## config.mk

```make
export PLATFORM = sky130hd
export DESIGN_NAME = cc_timer
export DESIGN_NICKNAME = d
export VERILOG_FILES = /design/src/rtl/cc_timer.v /design/src/rtl/pin_edge_sense.v
export VERILOG_INCLUDE_DIRS = /design/src /design/src/common
export SDC_FILE = /design/constraint.sdc
export NUM_CORES = 1
export LEC_CHECK = 0
export BUFFER_PORTS_ARGS = -buffer_cell sky130_fd_sc_hd__buf_2
export CORE_MARGIN = 2
export CORE_UTILIZATION = 55
export DETAILED_ROUTE_END_ITERATION = 8
export MAX_ROUTING_LAYER = met4
export PLACE_DENSITY = 0.75
export SLEW_MARGIN = 20
export SYNTH_ARGS = -nofsm -noshare
export SYNTH_HDL_FRONTEND = slang
export SYNTH_HIERARCHICAL = 1
export SYNTH_SLANG_ARGS = --single-unit
```

## constraint.sdc

```tcl
create_clock -name mclk -period 2.49 [get_ports mclk]
set_input_delay 0.249 -clock mclk [delete_from_list [all_inputs] [get_ports mclk]]
set_output_delay 0.249 -clock mclk [all_outputs]
set_load 0.05 [all_outputs]
```

## src/common/cc_timer_defs.vh

```
// Constants for the 16-bit capture/compare timer: register addresses, field positions and reset values.
// Assumes it is included by the timer design file and the test files, by its bare name.
// Functional notes
// - Counter is 16 bits, read only, advancing once per selected count clock.
// - Reading the running counter holds off one count so a stable snapshot returns.
// - Counter returns to zero on reset and whenever mode select is stop.
// - In clear-on-edge mode a valid primary input edge clears and restarts counting.
// - In clear-on-match mode the counter clears on the count tick after it equals the first register.
// - In one-shot mode the soft trigger bit or a primary edge clears the counter.
// - Control bit 0 picks compare (0) or capture (1) for the first register.
// - First register in compare mode raises the first match interrupt on equality.
// - First register in capture mode latches the count on a selected input edge.
// - Primary edge select: 00 fall/rise, 01 rise/fall, 10 prohibited, 11 both/no capture.
// - Secondary input captures on its own valid edge; 00 fall, 01 rise, 11 both.
// - First register is written only by word accesses and is undefined after reset.
// - Control bit 2 picks compare (0) or capture (1) for the second register.
// - Second register in compare mode raises the second match interrupt on equality.
// - Second register in capture mode latches the count on the primary valid edge.
// - Second register is written only by word accesses and is undefined after reset.
// - Counter stays stopped at mode 00 and starts on any other mode value.
// - Capture source bit: 0 secondary valid edge, 1 opposite of primary valid edge.
`ifndef CC_TIMER_DEFS_VH
`define CC_TIMER_DEFS_VH
`define ADDR_COUNT_VALUE 16'hFF10
`define ADDR_CAPCMP_FIRST 16'hFF12
`define ADDR_CAPCMP_SECOND 16'hFF14
`define ADDR_CAPCMP_CONTROL 16'hFF16
`define ADDR_TIMER_MODE_CONTROL 16'hFF18
`define ADDR_TIMER_OUTPUT_CONTROL 16'hFF1A
`define ADDR_PRESCALER_EDGE_CONFIG 16'hFF1C
`define RST_BYTE 8'h00
`define RST_WORD 16'h0000
`define COUNT_MAX 16'hFFFF
`define COUNT_ONE 16'h0001
`define TMC_OVF_BIT 0
`define TMC_TIMING_BIT 1
`define TMC_MODE_LO 2
`define TMC_MODE_HI 3
`define TMC_MASK 8'h0F
`define MODE_STOP 2'h0
`define MODE_FREE 2'h1
`define MODE_CLR_EDGE 2'h2
`define MODE_CLR_MATCH 2'h3
`define CRC_FIRST_MODE_BIT 0
`define CRC_FIRST_SRC_BIT 1
`define CRC_SECOND_MODE_BIT 2
`define CRC_MASK 8'h07
`define TOC_ONESHOT_SOFT_TRIGGER_BIT 6
`define TOC_OSPE_BIT 5
`define TOC_MASK 8'h3F
`define PRM_PRI_ES_LO 4
`define PRM_PRI_ES_HI 5
`define PRM_SEC_ES_LO 6
`define PRM_SEC_ES_HI 7
`define ES_FALL 2'h0
`define ES_RISE 2'h1
`define ES_BAD 2'h2
`define ES_BOTH 2'h3
`endif

```

## src/rtl/cc_timer.v

```verilog
// Sixteen-bit capture/compare timer: counter, two capture/compare registers and control registers.
// Assumes count_tick is a one-cycle pulse from prescaler logic on mclk, at most every second cycle,
// and that the CPU memory port is synchronous to mclk.
`timescale 1ns/10ps
`default_nettype none
`include "cc_timer_defs.vh"
module cc_timer #(
  parameter AW = 16,
  parameter CW = 16
) (
  input wire mclk,
  input wire reset_n,
  input wire count_tick,
  input wire primary_timer_input,
  input wire secondary_timer_input,
  input wire [AW-1:0] addr,
  input wire wr_en,
  input wire wr_word,
  input wire rd_en,
  input wire [15:0] wdata,
  output reg [15:0] rd_data_r,
  output reg first_match_irq_r,
  output reg second_match_irq_r,
  output reg running_r
);
  reg [CW-1:0] count_value_r;
  reg [CW-1:0] count_value_nxt;
  reg [CW-1:0] capture_compare_first_r;
  reg [CW-1:0] capture_compare_second_r;
  reg [7:0] timer_mode_control_r;
  reg [7:0] capcmp_control_r;
  reg [7:0] timer_output_control_r;
  reg [7:0] prescaler_edge_config_r;
  reg oneshot_soft_trigger_r;
  reg tick_pending_r;
  reg cmp_arm_r;
  reg stepped;
  reg wrap;
  reg [15:0] rd_nxt;

  wire pri_rise;
  wire pri_fall;
  wire sec_rise;
  wire sec_fall;

  pin_edge_sense u_pri (
    .mclk(mclk),
    .reset_n(reset_n),
    .pin(primary_timer_input),
    .rise_r(pri_rise),
    .fall_r(pri_fall)
  );

  pin_edge_sense u_sec (
    .mclk(mclk),
    .reset_n(reset_n),
    .pin(secondary_timer_input),
    .rise_r(sec_rise),
    .fall_r(sec_fall)
  );

  // Valid edge for a two-bit edge select; the prohibited code matches nothing.
  function edge_valid;
    input [1:0] sel;
    input rise;
    input fall;
    begin
      case (sel)
        `ES_FALL: edge_valid = fall;
        `ES_RISE: edge_valid = rise;
        `ES_BOTH: edge_valid = rise | fall;
        default: edge_valid = 1'b0;
      endcase
    end
  endfunction

  // Capture edge opposite to the valid edge; both-edge select gives no capture.
  function edge_reverse;
    input [1:0] sel;
    input rise;
    input fall;
    begin
      case (sel)
        `ES_FALL: edge_reverse = rise;
        `ES_RISE: edge_reverse = fall;
        default: edge_reverse = 1'b0;
      endcase
    end
  endfunction

  function addr_hit;
    input [AW-1:0] a;
    input [15:0] target;
    begin
      addr_hit = (a == target[AW-1:0]);
    end
  endfunction

  wire [1:0] op_mode = {timer_mode_control_r[`TMC_MODE_HI], timer_mode_control_r[`TMC_MODE_LO]};
  wire [1:0] pri_es = {prescaler_edge_config_r[`PRM_PRI_ES_HI], prescaler_edge_config_r[`PRM_PRI_ES_LO]};
  wire [1:0] sec_es = {prescaler_edge_config_r[`PRM_SEC_ES_HI], prescaler_edge_config_r[`PRM_SEC_ES_LO]};
  wire is_running = (op_mode != `MODE_STOP);
  wire oneshot_mode = timer_output_control_r[`TOC_OSPE_BIT];
  wire first_capture = capcmp_control_r[`CRC_FIRST_MODE_BIT];
  wire second_capture = capcmp_control_r[`CRC_SECOND_MODE_BIT];

  wire pri_valid = edge_valid(pri_es, pri_rise, pri_fall);
  wire pri_reverse = edge_reverse(pri_es, pri_rise, pri_fall);
  wire sec_valid = edge_valid(sec_es, sec_rise, sec_fall);

  wire wr_tmc = wr_en & addr_hit(addr, `ADDR_TIMER_MODE_CONTROL);
  wire wr_crc = wr_en & addr_hit(addr, `ADDR_CAPCMP_CONTROL);
  wire wr_toc = wr_en & addr_hit(addr, `ADDR_TIMER_OUTPUT_CONTROL);
  wire wr_prm = wr_en & addr_hit(addr, `ADDR_PRESCALER_EDGE_CONFIG);
  wire wr_first = wr_en & wr_word & addr_hit(addr, `ADDR_CAPCMP_FIRST);
  wire wr_second = wr_en & wr_word & addr_hit(addr, `ADDR_CAPCMP_SECOND);
  wire rd_count = rd_en & addr_hit(addr, `ADDR_COUNT_VALUE);

  // A count that lands on a read cycle is deferred one cycle, so the read sees a settled value.
  wire tick_any = count_tick | tick_pending_r;
  wire tick_now = tick_any & ~rd_count & is_running;

  wire clr_edge = (op_mode == `MODE_CLR_EDGE) & pri_valid;
  wire clr_match = (op_mode == `MODE_CLR_MATCH) & (count_value_r == capture_compare_first_r);
  wire clr_oneshot = oneshot_mode & (oneshot_soft_trigger_r | pri_valid);

  wire first_cap_event = first_capture &
    (capcmp_control_r[`CRC_FIRST_SRC_BIT] ? pri_reverse : sec_valid);
  wire second_cap_event = second_capture & pri_valid;

  always @(posedge mclk or negedge reset_n) begin
    if (!reset_n) begin
      tick_pending_r <= 1'b0;
    end else begin
      tick_pending_r <= tick_any & rd_count & is_running;
    end
  end

  always @* begin
    count_value_nxt = count_value_r;
    stepped = 1'b0;
    wrap = 1'b0;
    if (!is_running) begin
      count_value_nxt = `RST_WORD;
    end else if (is_running && (clr_edge || clr_oneshot)) begin
      count_value_nxt = `RST_WORD;
    end else if (tick_now) begin
      stepped = 1'b1;
      wrap = (count_value_r == `COUNT_MAX);
      if (clr_match) begin
        count_value_nxt = `RST_WORD;
      end else begin
        count_value_nxt = count_value_r + `COUNT_ONE;
      end
    end
  end

  // Stop holds the counter at zero; any other mode lets it run from the next tick.
  always @(posedge mclk or negedge reset_n) begin
    if (!reset_n) begin
      count_value_r <= `RST_WORD;
      running_r <= 1'b0;
    end else begin
      count_value_r <= count_value_nxt;
      running_r <= is_running;
    end
  end

  // The compare is armed only by a count step, so a held count cannot repeat the interrupt.
  always @(posedge mclk or negedge reset_n) begin
    if (!reset_n) begin
      cmp_arm_r <= 1'b0;
      first_match_irq_r <= 1'b0;
      second_match_irq_r <= 1'b0;
    end else begin
      cmp_arm_r <= stepped;
      first_match_irq_r <= cmp_arm_r & is_running & ~first_capture &
        (count_value_r == capture_compare_first_r);
      second_match_irq_r <= cmp_arm_r & is_running & ~second_capture &
        (count_value_r == capture_compare_second_r);
    end
  end

  // No reset here: the capture/compare contents are undefined until software loads them.
  always @(posedge mclk) begin
    if (first_cap_event) begin
      capture_compare_first_r <= count_value_r;
    end else if (wr_first) begin
      capture_compare_first_r <= wdata[CW-1:0];
    end
    if (second_cap_event) begin
      capture_compare_second_r <= count_value_r;
    end else if (wr_second) begin
      capture_compare_second_r <= wdata[CW-1:0];
    end
  end

  always @(posedge mclk or negedge reset_n) begin
    if (!reset_n) begin
      timer_mode_control_r <= `RST_BYTE;
      capcmp_control_r <= `RST_BYTE;
      timer_output_control_r <= `RST_BYTE;
      prescaler_edge_config_r <= `RST_BYTE;
      oneshot_soft_trigger_r <= 1'b0;
    end else begin
      if (wr_tmc) begin
        timer_mode_control_r[`TMC_MODE_HI:`TMC_TIMING_BIT] <=
          wdata[`TMC_MODE_HI:`TMC_TIMING_BIT];
      end
      // The overflow flag is set by a wrap; a wrap in the clearing cycle wins over the write of zero.
      if (stepped && wrap) begin
        timer_mode_control_r[`TMC_OVF_BIT] <= 1'b1;
      end else if (wr_tmc) begin
        timer_mode_control_r[`TMC_OVF_BIT] <= wdata[`TMC_OVF_BIT];
      end
      if (wr_crc) begin
        capcmp_control_r <= wdata[7:0] & `CRC_MASK;
      end
      if (wr_toc) begin
        timer_output_control_r <= wdata[7:0] & `TOC_MASK;
      end
      oneshot_soft_trigger_r <= wr_toc & wdata[`TOC_ONESHOT_SOFT_TRIGGER_BIT];
      if (wr_prm) begin
        prescaler_edge_config_r <= wdata[7:0];
      end
    end
  end

  // Reads return the count as it stands; the trigger bit always reads zero.
  always @* begin
    rd_nxt = `RST_WORD;
    case (1'b1)
      addr_hit(addr, `ADDR_COUNT_VALUE): rd_nxt = count_value_r;
      addr_hit(addr, `ADDR_CAPCMP_FIRST): rd_nxt = capture_compare_first_r;
      addr_hit(addr, `ADDR_CAPCMP_SECOND): rd_nxt = capture_compare_second_r;
      addr_hit(addr, `ADDR_CAPCMP_CONTROL): rd_nxt = {8'h00, capcmp_control_r};
      addr_hit(addr, `ADDR_TIMER_MODE_CONTROL): rd_nxt = {8'h00, timer_mode_control_r & `TMC_MASK};
      addr_hit(addr, `ADDR_TIMER_OUTPUT_CONTROL): rd_nxt = {8'h00, timer_output_control_r};
      addr_hit(addr, `ADDR_PRESCALER_EDGE_CONFIG): rd_nxt = {8'h00, prescaler_edge_config_r};
      default: rd_nxt = `RST_WORD;
    endcase
  end

  always @(posedge mclk or negedge reset_n) begin
    if (!reset_n) begin
      rd_data_r <= `RST_WORD;
    end else if (rd_en) begin
      rd_data_r <= rd_nxt;
    end
  end
endmodule
`default_nettype wire

```

## src/rtl/pin_edge_sense.v

```verilog
// Synchroniser and edge detector for one timer input pin.
// Assumes the pin is asynchronous to mclk; outputs are one-cycle pulses in the mclk domain.
`timescale 1ns/10ps
`default_nettype none
module pin_edge_sense (
  input wire mclk,
  input wire reset_n,
  input wire pin,
  output reg rise_r,
  output reg fall_r
);
  reg meta_r;
  reg sync_r;
  reg hist_r;

  // The first stage feeds only the second stage, so no logic sees a metastable level.
  always @(posedge mclk or negedge reset_n) begin
    if (!reset_n) begin
      meta_r <= 1'b0;
      sync_r <= 1'b0;
      hist_r <= 1'b0;
      rise_r <= 1'b0;
      fall_r <= 1'b0;
    end else begin
      meta_r <= pin;
      sync_r <= meta_r;
      hist_r <= sync_r;
      rise_r <= sync_r & ~hist_r;
      fall_r <= ~sync_r & hist_r;
    end
  end
endmodule
`default_nettype wire

```

==> report_table.html, run 1 <==
<table>
<tr><th>Metric</th><th>Value</th></tr>
<tr><th colspan="2">Place</th></tr>
<tr><td>Number of buffers inserted by port buffering</td><td>58</td></tr>
<tr><td>Half-perimeter wire length after detailed placement</td><td>about 10000 um</td></tr>
<tr><td>Final weighted congestion of routability-driven global placement</td><td>approximately 0.86</td></tr>
<tr><th colspan="2">Setup path</th></tr>
<tr><td>Worst Path Class, Setup</td><td>reg -&gt; reg</td></tr>
<tr><td>Number of buffers and inverters on the critical path</td><td>1</td></tr>
<tr><td>Critical Path Max Stage Delay</td><td>about 470 ps</td></tr>
<tr><td>Worst Path Arrival</td><td>approximately 2400 ps</td></tr>
<tr><td>Gate family responsible for the most delay along the worst path</td><td>simple AND/OR/NAND/NOR gates</td></tr>
<tr><td>Crit end category</td><td>flop</td></tr>
<tr><td>Chain of cells forming the critical path</td><td>xnor2_1, nand4_2, nor4_4, a31oi_2, buf_4, a21oi_1, o22ai_1</td></tr>
<tr><td>CP startpoint kind</td><td>flop</td></tr>
<tr><td>Worst endpoint required time</td><td>~2800 ps</td></tr>
<tr><td>Standard cell with the maximum stage delay on the critical path</td><td>dfrtp_1</td></tr>
<tr><td>Max FO, Critical Path</td><td>12</td></tr>
<tr><th colspan="2">Clock tree</th></tr>
<tr><td>Number of buffers on the longest clock path</td><td>2</td></tr>
<tr><td>Gates resized, CTS repair</td><td>0</td></tr>
<tr><td>Number of setup buffers added after CTS</td><td>0</td></tr>
<tr><td>Root Driver</td><td>clkbuf_8</td></tr>
<tr><td>Clock insertion delay at the later pin of the skew report</td><td>380 ps</td></tr>
<tr><td>CTS tree</td><td>yes</td></tr>
<tr><td>Quantity of hold-fixing buffers added after cts</td><td>3</td></tr>
<tr><td>Clock transition at the registers of the reported paths</td><td>roughly 100 ps</td></tr>
<tr><td>Number of CTS-inserted buffers</td><td>9</td></tr>
<tr><td>Number of H-tree levels</td><td>3</td></tr>
<tr><td>Number of clock sinks</td><td>about 100</td></tr>
<tr><th colspan="2">Final layout</th></tr>
<tr><td>Fraction of final layout cells sized beyond drive strength 1</td><td>around 29%</td></tr>
<tr><td>Layout Nets</td><td>~630</td></tr>
<tr><td>Ant diodes</td><td>0</td></tr>
<tr><td>Layout filler cell count</td><td>just over 800</td></tr>
<tr><td>Synthesis-to-layout area growth</td><td>12.4%</td></tr>
<tr><th colspan="2">Logic synthesis</th></tr>
<tr><td>Area share of the leading cell type in the synthesized netlist</td><td>a little under a third</td></tr>
<tr><td>Post-synthesis average cell area</td><td>10.5 um2</td></tr>
<tr><td>Post-synth top cells</td><td>dfrtp_1 (69), nand2_1 (42), mux2_2 (36)</td></tr>
<tr><td>EDFF count, synth</td><td>32</td></tr>
<tr><td>Largest area contributor in the synthesized netlist</td><td>dfrtp_1</td></tr>
<tr><td>Synth Flop Type</td><td>dfrtp_1</td></tr>
<tr><td>Flops &amp; latches, synth</td><td>between 100 and 150</td></tr>
<tr><td>Combinational family with the most area after synthesis</td><td>simple AND/OR/NAND/NOR gates</td></tr>
<tr><td>Number of nets in the synthesized netlist</td><td>about 570</td></tr>
<tr><td>Sequential element share of the synthesized area</td><td>between 40% and 50%</td></tr>
<tr><td>Gate count of the mapped netlist</td><td>between 500 and 600</td></tr>
<tr><td>Post-synthesis instance area</td><td>about 0.0055 mm2</td></tr>
<tr><td>Most frequently used cell type in the post-synthesis netlist</td><td>dfrtp_1</td></tr>
<tr><td>Multiplexer share of the synthesized area</td><td>10.8%</td></tr>
<tr><td>Warnings from Yosys</td><td>6</td></tr>
<tr><td>Biggest area contributors in the synthesized netlist</td><td>dfrtp_1 (31%), edfxtp_1 (17%), mux2_2 (7.4%)</td></tr>
<tr><td>Post-Synth Simple-Gate Area</td><td>between 10% and 20%</td></tr>
<tr><td>Xor and xnor area share after synthesis</td><td>under 10%</td></tr>
<tr><td>Proportion of synthesized flip-flops having asynchronous set or reset</td><td>between 60 and 70%</td></tr>
<tr><td>Adder-cell area share of the yosys netlist</td><td>less than 1%</td></tr>
<tr><td>Synthesized-area fraction occupied by ao, oa, aoi and oai cells</td><td>13.5%</td></tr>
<tr><td>Count of unique library cells instantiated by Yosys</td><td>61</td></tr>
<tr><th colspan="2">STA</th></tr>
<tr><td>Post-Route Skew</td><td>about 6.5 ps</td></tr>
<tr><td>Fmax</td><td>approximately 480 MHz</td></tr>
<tr><td>Pins over their slew limit</td><td>0</td></tr>
<tr><td>Post-route clock period utilization</td><td>between 80% and 90%</td></tr>
<tr><td>Hold violation count in the final report</td><td>0</td></tr>
<tr><td>Final critical delay including setup and external delays</td><td>2080 ps</td></tr>
<tr><td>RSZ-0062 raised after global routing</td><td>false</td></tr>
<tr><td>Remaining max-slew budget at the tightest pin</td><td>between 50% and 60%</td></tr>
<tr><td>Transition time at the pin with the least slew margin</td><td>about 660 ps</td></tr>
<tr><td>Setup tns final</td><td>0 ps</td></tr>
<tr><td>Setup-violating endpoint count in the final report</td><td>0</td></tr>
<tr><th colspan="2">GRT</th></tr>
<tr><td>Wire length of the first global-routing pass</td><td>22300 um</td></tr>
<tr><td>Number of global-route vias before repair</td><td>~4100</td></tr>
<tr><td>Global-route usage over all layers</td><td>27.4%</td></tr>
<tr><td>Final global-route overflow total</td><td>0</td></tr>
<tr><td>Maximum number of pins on one net before global-route repair</td><td>43</td></tr>
<tr><td>Number of antenna violations at the first check in global routing</td><td>0</td></tr>
<tr><th colspan="2">Floorplan</th></tr>
<tr><td>Die Width</td><td>about 100 um</td></tr>
<tr><td>Core Rows</td><td>36</td></tr>
<tr><td>Total core area</td><td>just under 0.01 mm2</td></tr>
<tr><td>Total I/O pin count</td><td>roughly 60</td></tr>
<tr><td>Initial cell density of the core</td><td>roughly 56%</td></tr>
<tr><td>Vertical extent of the die</td><td>104 um</td></tr>
<tr><td>Die Outline Area</td><td>0.0108 mm2</td></tr>
<tr><th colspan="2">Route</th></tr>
<tr><td>Count of nets left with antenna violations after detail routing</td><td>0</td></tr>
<tr><td>WL/cell</td><td>~19 um</td></tr>
<tr><td>Detailed-route DRC error count</td><td>0</td></tr>
<tr><td>Via count of the routed design</td><td>4256</td></tr>
<tr><td>Routed Wire Length</td><td>13800 um</td></tr>
<tr><td>Drt pass-1 iters</td><td>5</td></tr>
<tr><td>Drt initial violations</td><td>399</td></tr>
<tr><td>Vias per inst</td><td>around 5.9</td></tr>
<tr><th colspan="2">Run</th></tr>
<tr><td>Maximum capacitance violations</td><td>0</td></tr>
<tr><th colspan="2">Power and ir drop</th></tr>
<tr><td>Maximum VDD drop</td><td>about 0.37 mV</td></tr>
<tr><td>Cell area power density</td><td>around 530 mW/mm2</td></tr>
<tr><td>Power Total</td><td>3270 uW</td></tr>
<tr><td>Static Leak</td><td>about 0.0027 uW</td></tr>
<tr><th colspan="2">Worst hold path</th></tr>
<tr><td>Path type of the worst min-delay path</td><td>in -&gt; reg</td></tr>
<tr><th colspan="2">Status</th></tr>
<tr><td>Outcome</td><td>finished, final reports clean</td></tr>
</table>
layer usage:
metal,share of wire [%],track usage [%]
met1,46,38.8
met2,47,41.5
met3,6.0,4.76
met4,1.0,6.56
met5,0,-
placed cells by master (no fill, tap or decap), types with 3 or more instances in the layout:
cell type      Yosys  final
a21oi_1           28     28
a21oi_2            7      7
a22o_1             3      3
and3_1             5      5
buf_2             15     58
buf_4              5     23
clkbuf_8           0     11
dfrtp_1           69     69
dlygate4sd3_1      0      3
edfxtp_1          32     32
inv_1             34     34
inv_4              0      3
mux2_1             9      9
mux2_2            36     36
mux2i_1            9      9
nand2_1           42     42
nand2b_1           3      3
nand3_1           23     23
nand4_1           15     15
nor2_1            24     24
nor2b_1            8      8
nor3_1             4      4
nor4_1             3      3
o211ai_1           8      8
o21ai_0           31     31
o21ai_1           14     14
o22ai_1            7      7
xnor2_1           21     21
xor2_1            12     12
cell type report:
| type | count | area, um2 | share of cell area [%] |
|---|---|---|---|
| sequential | 101 | 2690 | 43.4 |
| multi-input combinational | 353 | 2480 | 40.0 |
| timing repair buffer | 85 | 513 | 8.28 |
| clock buffer | 12 | 176 | 2.85 |
| tap | 133 | 166 | 2.69 |
| inverter | 34 | 128 | 2.06 |
| clock inverter | 4 | 48.8 | 0.787 |
logic make-up after synthesis:
logic type,after synthesis
AND/OR/NAND/NOR,148
XOR/XNOR,35
flip-flops,101
multiplexers,54
adder cells (fa/ha/maj),1
buffers and inverters,73
AO/OA/AOI/OAI,115
where the power goes:
| group | total [uW] | internal, uW | switching [uW] |
|---|---|---|---|
| Sequential | 1760 | 1740 | 24.2 |
| Combinational | 344 | 135 | 208 |
| Clock | 1170 | 583 | 583 |
path summary, 6_finish.rpt:
| kind | startpoint | to | slack, ps | cells after the start |
|---|---|---|---|---|
| max in group asynchronous | reset_n | rd_data_r[10]$_DFFE_PN0P_ | 1410 | 3 |
| max | count_value_r[9]$_DFFE_PN0P_ | count_value_r[4]$_DFFE_PN0P_ | 410 | 7 |
| min in group asynchronous | reset_n | u_pri/sync_r$_DFF_PN0_ | 430 | 2 |
| min | wdata[2] | capcmp_control_r[2]$_DFFE_PN0P_ | 160 | 2 |
| max reg2reg | count_value_r[9]$_DFFE_PN0P_ | count_value_r[4]$_DFFE_PN0P_ | 410 | 7 |
| min reg2reg | u_pri/meta_r$_DFF_PN0_ | u_pri/sync_r$_DFF_PN0_ | 350 | 0 |
metrics by stage:
stage	cells	area, um2	setup slack, ps	util, %	hold WS, ps
3_5_place_dp	703	5940	388	60.8	324
4_1_cts	722	6200	376	63.4	157
2_1_floorplan	527	5510	538	-	-46.6
3_3_place_gp	703	5940	482	60.8	313
5_1_grt	722	6200	193	63.4	176
6_report	722	6200	409	63.4	163
flip-flops by register name, indices dropped and copies added (netlist names), 2 cells and up:
signal and cells:
timer_mode_control_r 2, count_value_r 16, rd_data_r 16, prescaler_edge_config_r 8, timer_output_control_r 6, capture_compare_first_r 16, capcmp_control_r 3, capture_compare_second_r 16
op_mode 2
(Power assumes the default switching activity.)
==> run 2: changes to the inputs <==
--- a/config.mk
+++ b/config.mk
@@ -8,10 +8,10 @@
 export LEC_CHECK = 0
 export BUFFER_PORTS_ARGS = -buffer_cell sky130_fd_sc_hd__buf_2
 export CORE_MARGIN = 2
-export CORE_UTILIZATION = 55
+export CORE_UTILIZATION = 53
 export DETAILED_ROUTE_END_ITERATION = 8
 export MAX_ROUTING_LAYER = met4
-export PLACE_DENSITY = 0.75
+export PLACE_DENSITY = 0.76
 export SLEW_MARGIN = 20
 export SYNTH_ARGS = -nofsm -noshare
 export SYNTH_HDL_FRONTEND = slang
==> constraint.sdc (replaced) <==
create_clock -name mclk -period 1.8 [get_ports mclk]
set_input_delay 0.18 -clock mclk [delete_from_list [all_inputs] [get_ports mclk]]
set_output_delay 0.18 -clock mclk [all_outputs]
set_load 0.05 [all_outputs]
==> run 2 against run 1 <==
  * The flow now finishes with violations (setup timing)
  * Clock power rose by 43%
  * Maximum frequency rose by 10%
  * Final area increased by 7.1%
  * Critical path depth did not move
  * Critical path type unchanged
  * Critical endpoint is now count_value_r[10]$_DFFE_PN0P_
  * Largest cell class unchanged
  * Highest routed layer unchanged
==> report_table.html, run 2 (synthesis results as in run 1) <==
<table>
<tr><th>Metric</th><th>Value</th></tr>
<tr><th colspan="2">Status</th></tr>
<tr><td>Outcome</td><td>finished, violations left</td></tr>
<tr><td>Violated checks</td><td>setup timing</td></tr>
<tr><th colspan="2">Floorplan</th></tr>
<tr><td>Total core area</td><td>0.0102 mm2 (+4.7%)</td></tr>
<tr><td>Die Outline Area</td><td>0.0112 mm2 (+3.6%)</td></tr>
<tr><td>Vertical extent of the die</td><td>106 um (+1.8%)</td></tr>
<tr><td>Core Rows</td><td>37 (+2.8%)</td></tr>
<tr><td>Initial cell density of the core</td><td>53.9% (-2.5 points)</td></tr>
<tr><td>Die Width</td><td>106 um (+1.8%)</td></tr>
<tr><td>Total I/O pin count</td><td>59 (unchanged)</td></tr>
<tr><th colspan="2">STA</th></tr>
<tr><td>Final critical delay including setup and external delays</td><td>1890 ps (-196 ps)</td></tr>
<tr><td>Hold violation count in the final report</td><td>0 (unchanged)</td></tr>
<tr><td>Remaining max-slew budget at the tightest pin</td><td>67.4% (+11 points)</td></tr>
<tr><td>RSZ-0062 raised after global routing</td><td>true</td></tr>
<tr><td>Setup-violating endpoint count in the final report</td><td>15 (+15)</td></tr>
<tr><td>Pins over their slew limit</td><td>0 (unchanged)</td></tr>
<tr><td>Fmax</td><td>530 MHz (+10%)</td></tr>
<tr><td>Transition time at the pin with the least slew margin</td><td>485 ps (-173 ps)</td></tr>
<tr><td>Post-route clock period utilization</td><td>105% (+21 points)</td></tr>
<tr><td>PnR worst setup slack</td><td>-85.6 ps (-494 ps)</td></tr>
<tr><td>Post-Route Skew</td><td>8.53 ps (+2.02 ps)</td></tr>
<tr><td>Hold Worst Slack</td><td>65.1 ps (-97.5 ps)</td></tr>
<tr><th colspan="2">Setup path</th></tr>
<tr><td>CP startpoint kind</td><td>flop</td></tr>
<tr><td>Critical Path Max Stage Delay</td><td>450 ps (-20 ps)</td></tr>
<tr><td>Standard cell with the maximum stage delay on the critical path</td><td>edfxtp_1</td></tr>
<tr><td>Timing startpoint of the critical path</td><td>capture_compare_first_r[2]$_DFFE_PP_</td></tr>
<tr><td>Reg-to-reg setup timing slack</td><td>-90 ps (-490 ps)</td></tr>
<tr><td>Crit end category</td><td>flop</td></tr>
<tr><td>Worst endpoint required time</td><td>2060 ps (-690 ps)</td></tr>
<tr><td>Endpoint of the most critical register-to-register path</td><td>count_value_r[10]$_DFFE_PN0P_</td></tr>
<tr><td>Worst Path Arrival</td><td>2140 ps (-210 ps)</td></tr>
<tr><td>Worst setup path end</td><td>count_value_r[10]$_DFFE_PN0P_</td></tr>
<tr><td>Depth of the worst register-to-register path</td><td>7 (unchanged)</td></tr>
<tr><td>Worst Path Class, Setup</td><td>reg -&gt; reg</td></tr>
<tr><td>Max FO, Critical Path</td><td>12 (unchanged)</td></tr>
<tr><td>RR Startpoint</td><td>capture_compare_first_r[2]$_DFFE_PP_</td></tr>
<tr><td>Chain of cells forming the critical path</td><td>xnor2_2, nand4_2, nor4_4, a31oi_2, buf_12, a21oi_2, o22ai_2</td></tr>
<tr><th colspan="2">Route</th></tr>
<tr><td>Count of nets left with antenna violations after detail routing</td><td>0 (unchanged)</td></tr>
<tr><td>WL/cell</td><td>19.2 um (+0.36%)</td></tr>
<tr><td>Via count of the routed design</td><td>4446 (+4.5%)</td></tr>
<tr><td>Detailed-route DRC error count</td><td>0 (unchanged)</td></tr>
<tr><td>Drt pass-1 iters</td><td>5 (unchanged)</td></tr>
<tr><td>Routed Wire Length</td><td>14500 um (+5.4%)</td></tr>
<tr><td>Drt initial violations</td><td>355 (-11%)</td></tr>
<tr><td>Vias per inst</td><td>5.87 (-0.50%)</td></tr>
<tr><th colspan="2">Clock tree</th></tr>
<tr><td>Clock insertion delay at the later pin of the skew report</td><td>380 ps (about the same)</td></tr>
<tr><td>CTS tree</td><td>yes</td></tr>
<tr><td>Number of buffers on the longest clock path</td><td>2 (unchanged)</td></tr>
<tr><td>Number of clock sinks</td><td>101 (unchanged)</td></tr>
<tr><td>Root Driver</td><td>clkbuf_8</td></tr>
<tr><td>Number of H-tree levels</td><td>3 (unchanged)</td></tr>
<tr><td>Number of CTS-inserted buffers</td><td>9 (unchanged)</td></tr>
<tr><td>Clock transition at the registers of the reported paths</td><td>100 ps (about the same)</td></tr>
<tr><th colspan="2">GRT</th></tr>
<tr><td>Final global-route overflow total</td><td>0 (unchanged)</td></tr>
<tr><td>Maximum number of pins on one net before global-route repair</td><td>70 (+63%)</td></tr>
<tr><td>Number of global-route vias before repair</td><td>4369 (+5.5%)</td></tr>
<tr><td>Number of antenna violations at the first check in global routing</td><td>0 (unchanged)</td></tr>
<tr><td>Wire length of the first global-routing pass</td><td>22800 um (+2.1%)</td></tr>
<tr><td>Global-route usage over all layers</td><td>27.5% (+0.089 points)</td></tr>
<tr><th colspan="2">Place</th></tr>
<tr><td>Final weighted congestion of routability-driven global placement</td><td>0.896 (+3.8%)</td></tr>
<tr><td>Half-perimeter wire length after detailed placement</td><td>10400 um (+1.1%)</td></tr>
<tr><td>Number of buffers inserted by port buffering</td><td>58 (unchanged)</td></tr>
<tr><td>Standard cell area after detailed placement</td><td>0.00622 mm2 (+4.7%)</td></tr>
<tr><th colspan="2">Final layout</th></tr>
<tr><td>Ant diodes</td><td>0 (unchanged)</td></tr>
<tr><td>Layout Nets</td><td>658 (+5.3%)</td></tr>
<tr><td>Commonest cells after routing, fill and taps aside</td><td>dfrtp_1 (66), buf_2 (58), buf_4 (48)</td></tr>
<tr><td>Layout filler cell count</td><td>762 (-7.3%)</td></tr>
<tr><td>Synthesis-to-layout area growth</td><td>20.4%</td></tr>
<tr><td>Post-Layout Inst Area</td><td>0.00664 mm2 (+7.1%)</td></tr>
<tr><td>Most common cell after layout, fill and taps aside</td><td>dfrtp_1</td></tr>
<tr><td>Fraction of final layout cells sized beyond drive strength 1</td><td>35.5% (+7.0 points)</td></tr>
<tr><th colspan="2">Run</th></tr>
<tr><td>Maximum capacitance violations</td><td>0 (unchanged)</td></tr>
<tr><th colspan="2">Worst hold path</th></tr>
<tr><td>Path type of the worst min-delay path</td><td>in -&gt; reg</td></tr>
<tr><th colspan="2">Power and ir drop</th></tr>
<tr><td>Maximum VDD drop</td><td>0.404 mV (+10%)</td></tr>
<tr><td>Static Leak</td><td>0.00289 uW (+8.3%)</td></tr>
<tr><td>Cell area power density</td><td>698 mW/mm2 (+32%)</td></tr>
</table>
-- run 2: layout make-up --
cell class	count	area (um2)	share of cell area (%)
Clock buffer	12	188	2.83
Clock inverter	4	48.8	0.735
Inverter	34	128	1.92
Multi-Input combinational cell	353	2570	38.7
Sequential cell	101	2690	40.5
Tap cell	136	170	2.56
Timing Repair Buffer	118	843	12.7
-- run 2: layer usage --
| metal | global-route usage (%) | up-vias | part of all wire [%] |
|---|---|---|---|
| li1 | - | 2032 | - |
| met1 | 36.1 | 2187 | 42 |
| met2 | 42.1 | 193 | 48 |
| met3 | 4.48 | 34 | 7.1 |
| met4 | 12.9 | 0 | 2.9 |
| met5 | - | - | 0 |
-- run 2: how the worst min path moves through the flow --
stage	from	endpoint	slack [ps]	cells after the start
floorplan	reset_n	capcmp_control_r[0]$_DFFE_PN0P_	-120	0
global placement	reset_n	u_pri/meta_r$_DFF_PN0_	220	2
detailed placement	reset_n	u_pri/meta_r$_DFF_PN0_	240	2
CTS	wdata[5]	timer_output_control_r[5]$_DFFE_PN0P_	70	2
global route	wdata[5]	timer_output_control_r[5]$_DFFE_PN0P_	70	2
finish	wdata[5]	timer_output_control_r[5]$_DFFE_PN0P_	70	2
-- run 2: timing repair --
item                       in CTS  in global routing
setup buffers                   3                  3
setup endpoints to repair      15                 34
hold endpoints to repair       71                  0
resized for setup               8                 14
pin swaps                       6                  6
hold buffers                    3                  0
-- run 2: worst max-delay path, delay by kind of cell (launching register included) --
kind                      cells  cell delay (ps)
AOI/OAI and AO/OA             3              390
buffers and inverters         1              180
xor gates and xnor gates      1              240
and+or+nand+nor               2              500
DFF                           1              450
-- run 2: power by group --
part,switching (uW),internal (uW)
clock,818,851
sequential,22.9,2400
combinational,319,222
-- run 2: metrics by stage --
step | total power [uW] | worst slack (ps) | setup TNS [ps] | std cells | util (%)
floorplan | 2770 | 27.2 | 0 | 527 | -
global placement | 2950 | -101 | -920 | 733 | 60.8
detailed placement | 2970 | -92.9 | -836 | 733 | 60.8
CTS | 4610 | -73.4 | -595 | 755 | 64.0
global route | 4780 | -170 | -2120 | 758 | 64.9
finish | 4630 | -85.6 | -837 | 758 | 64.9
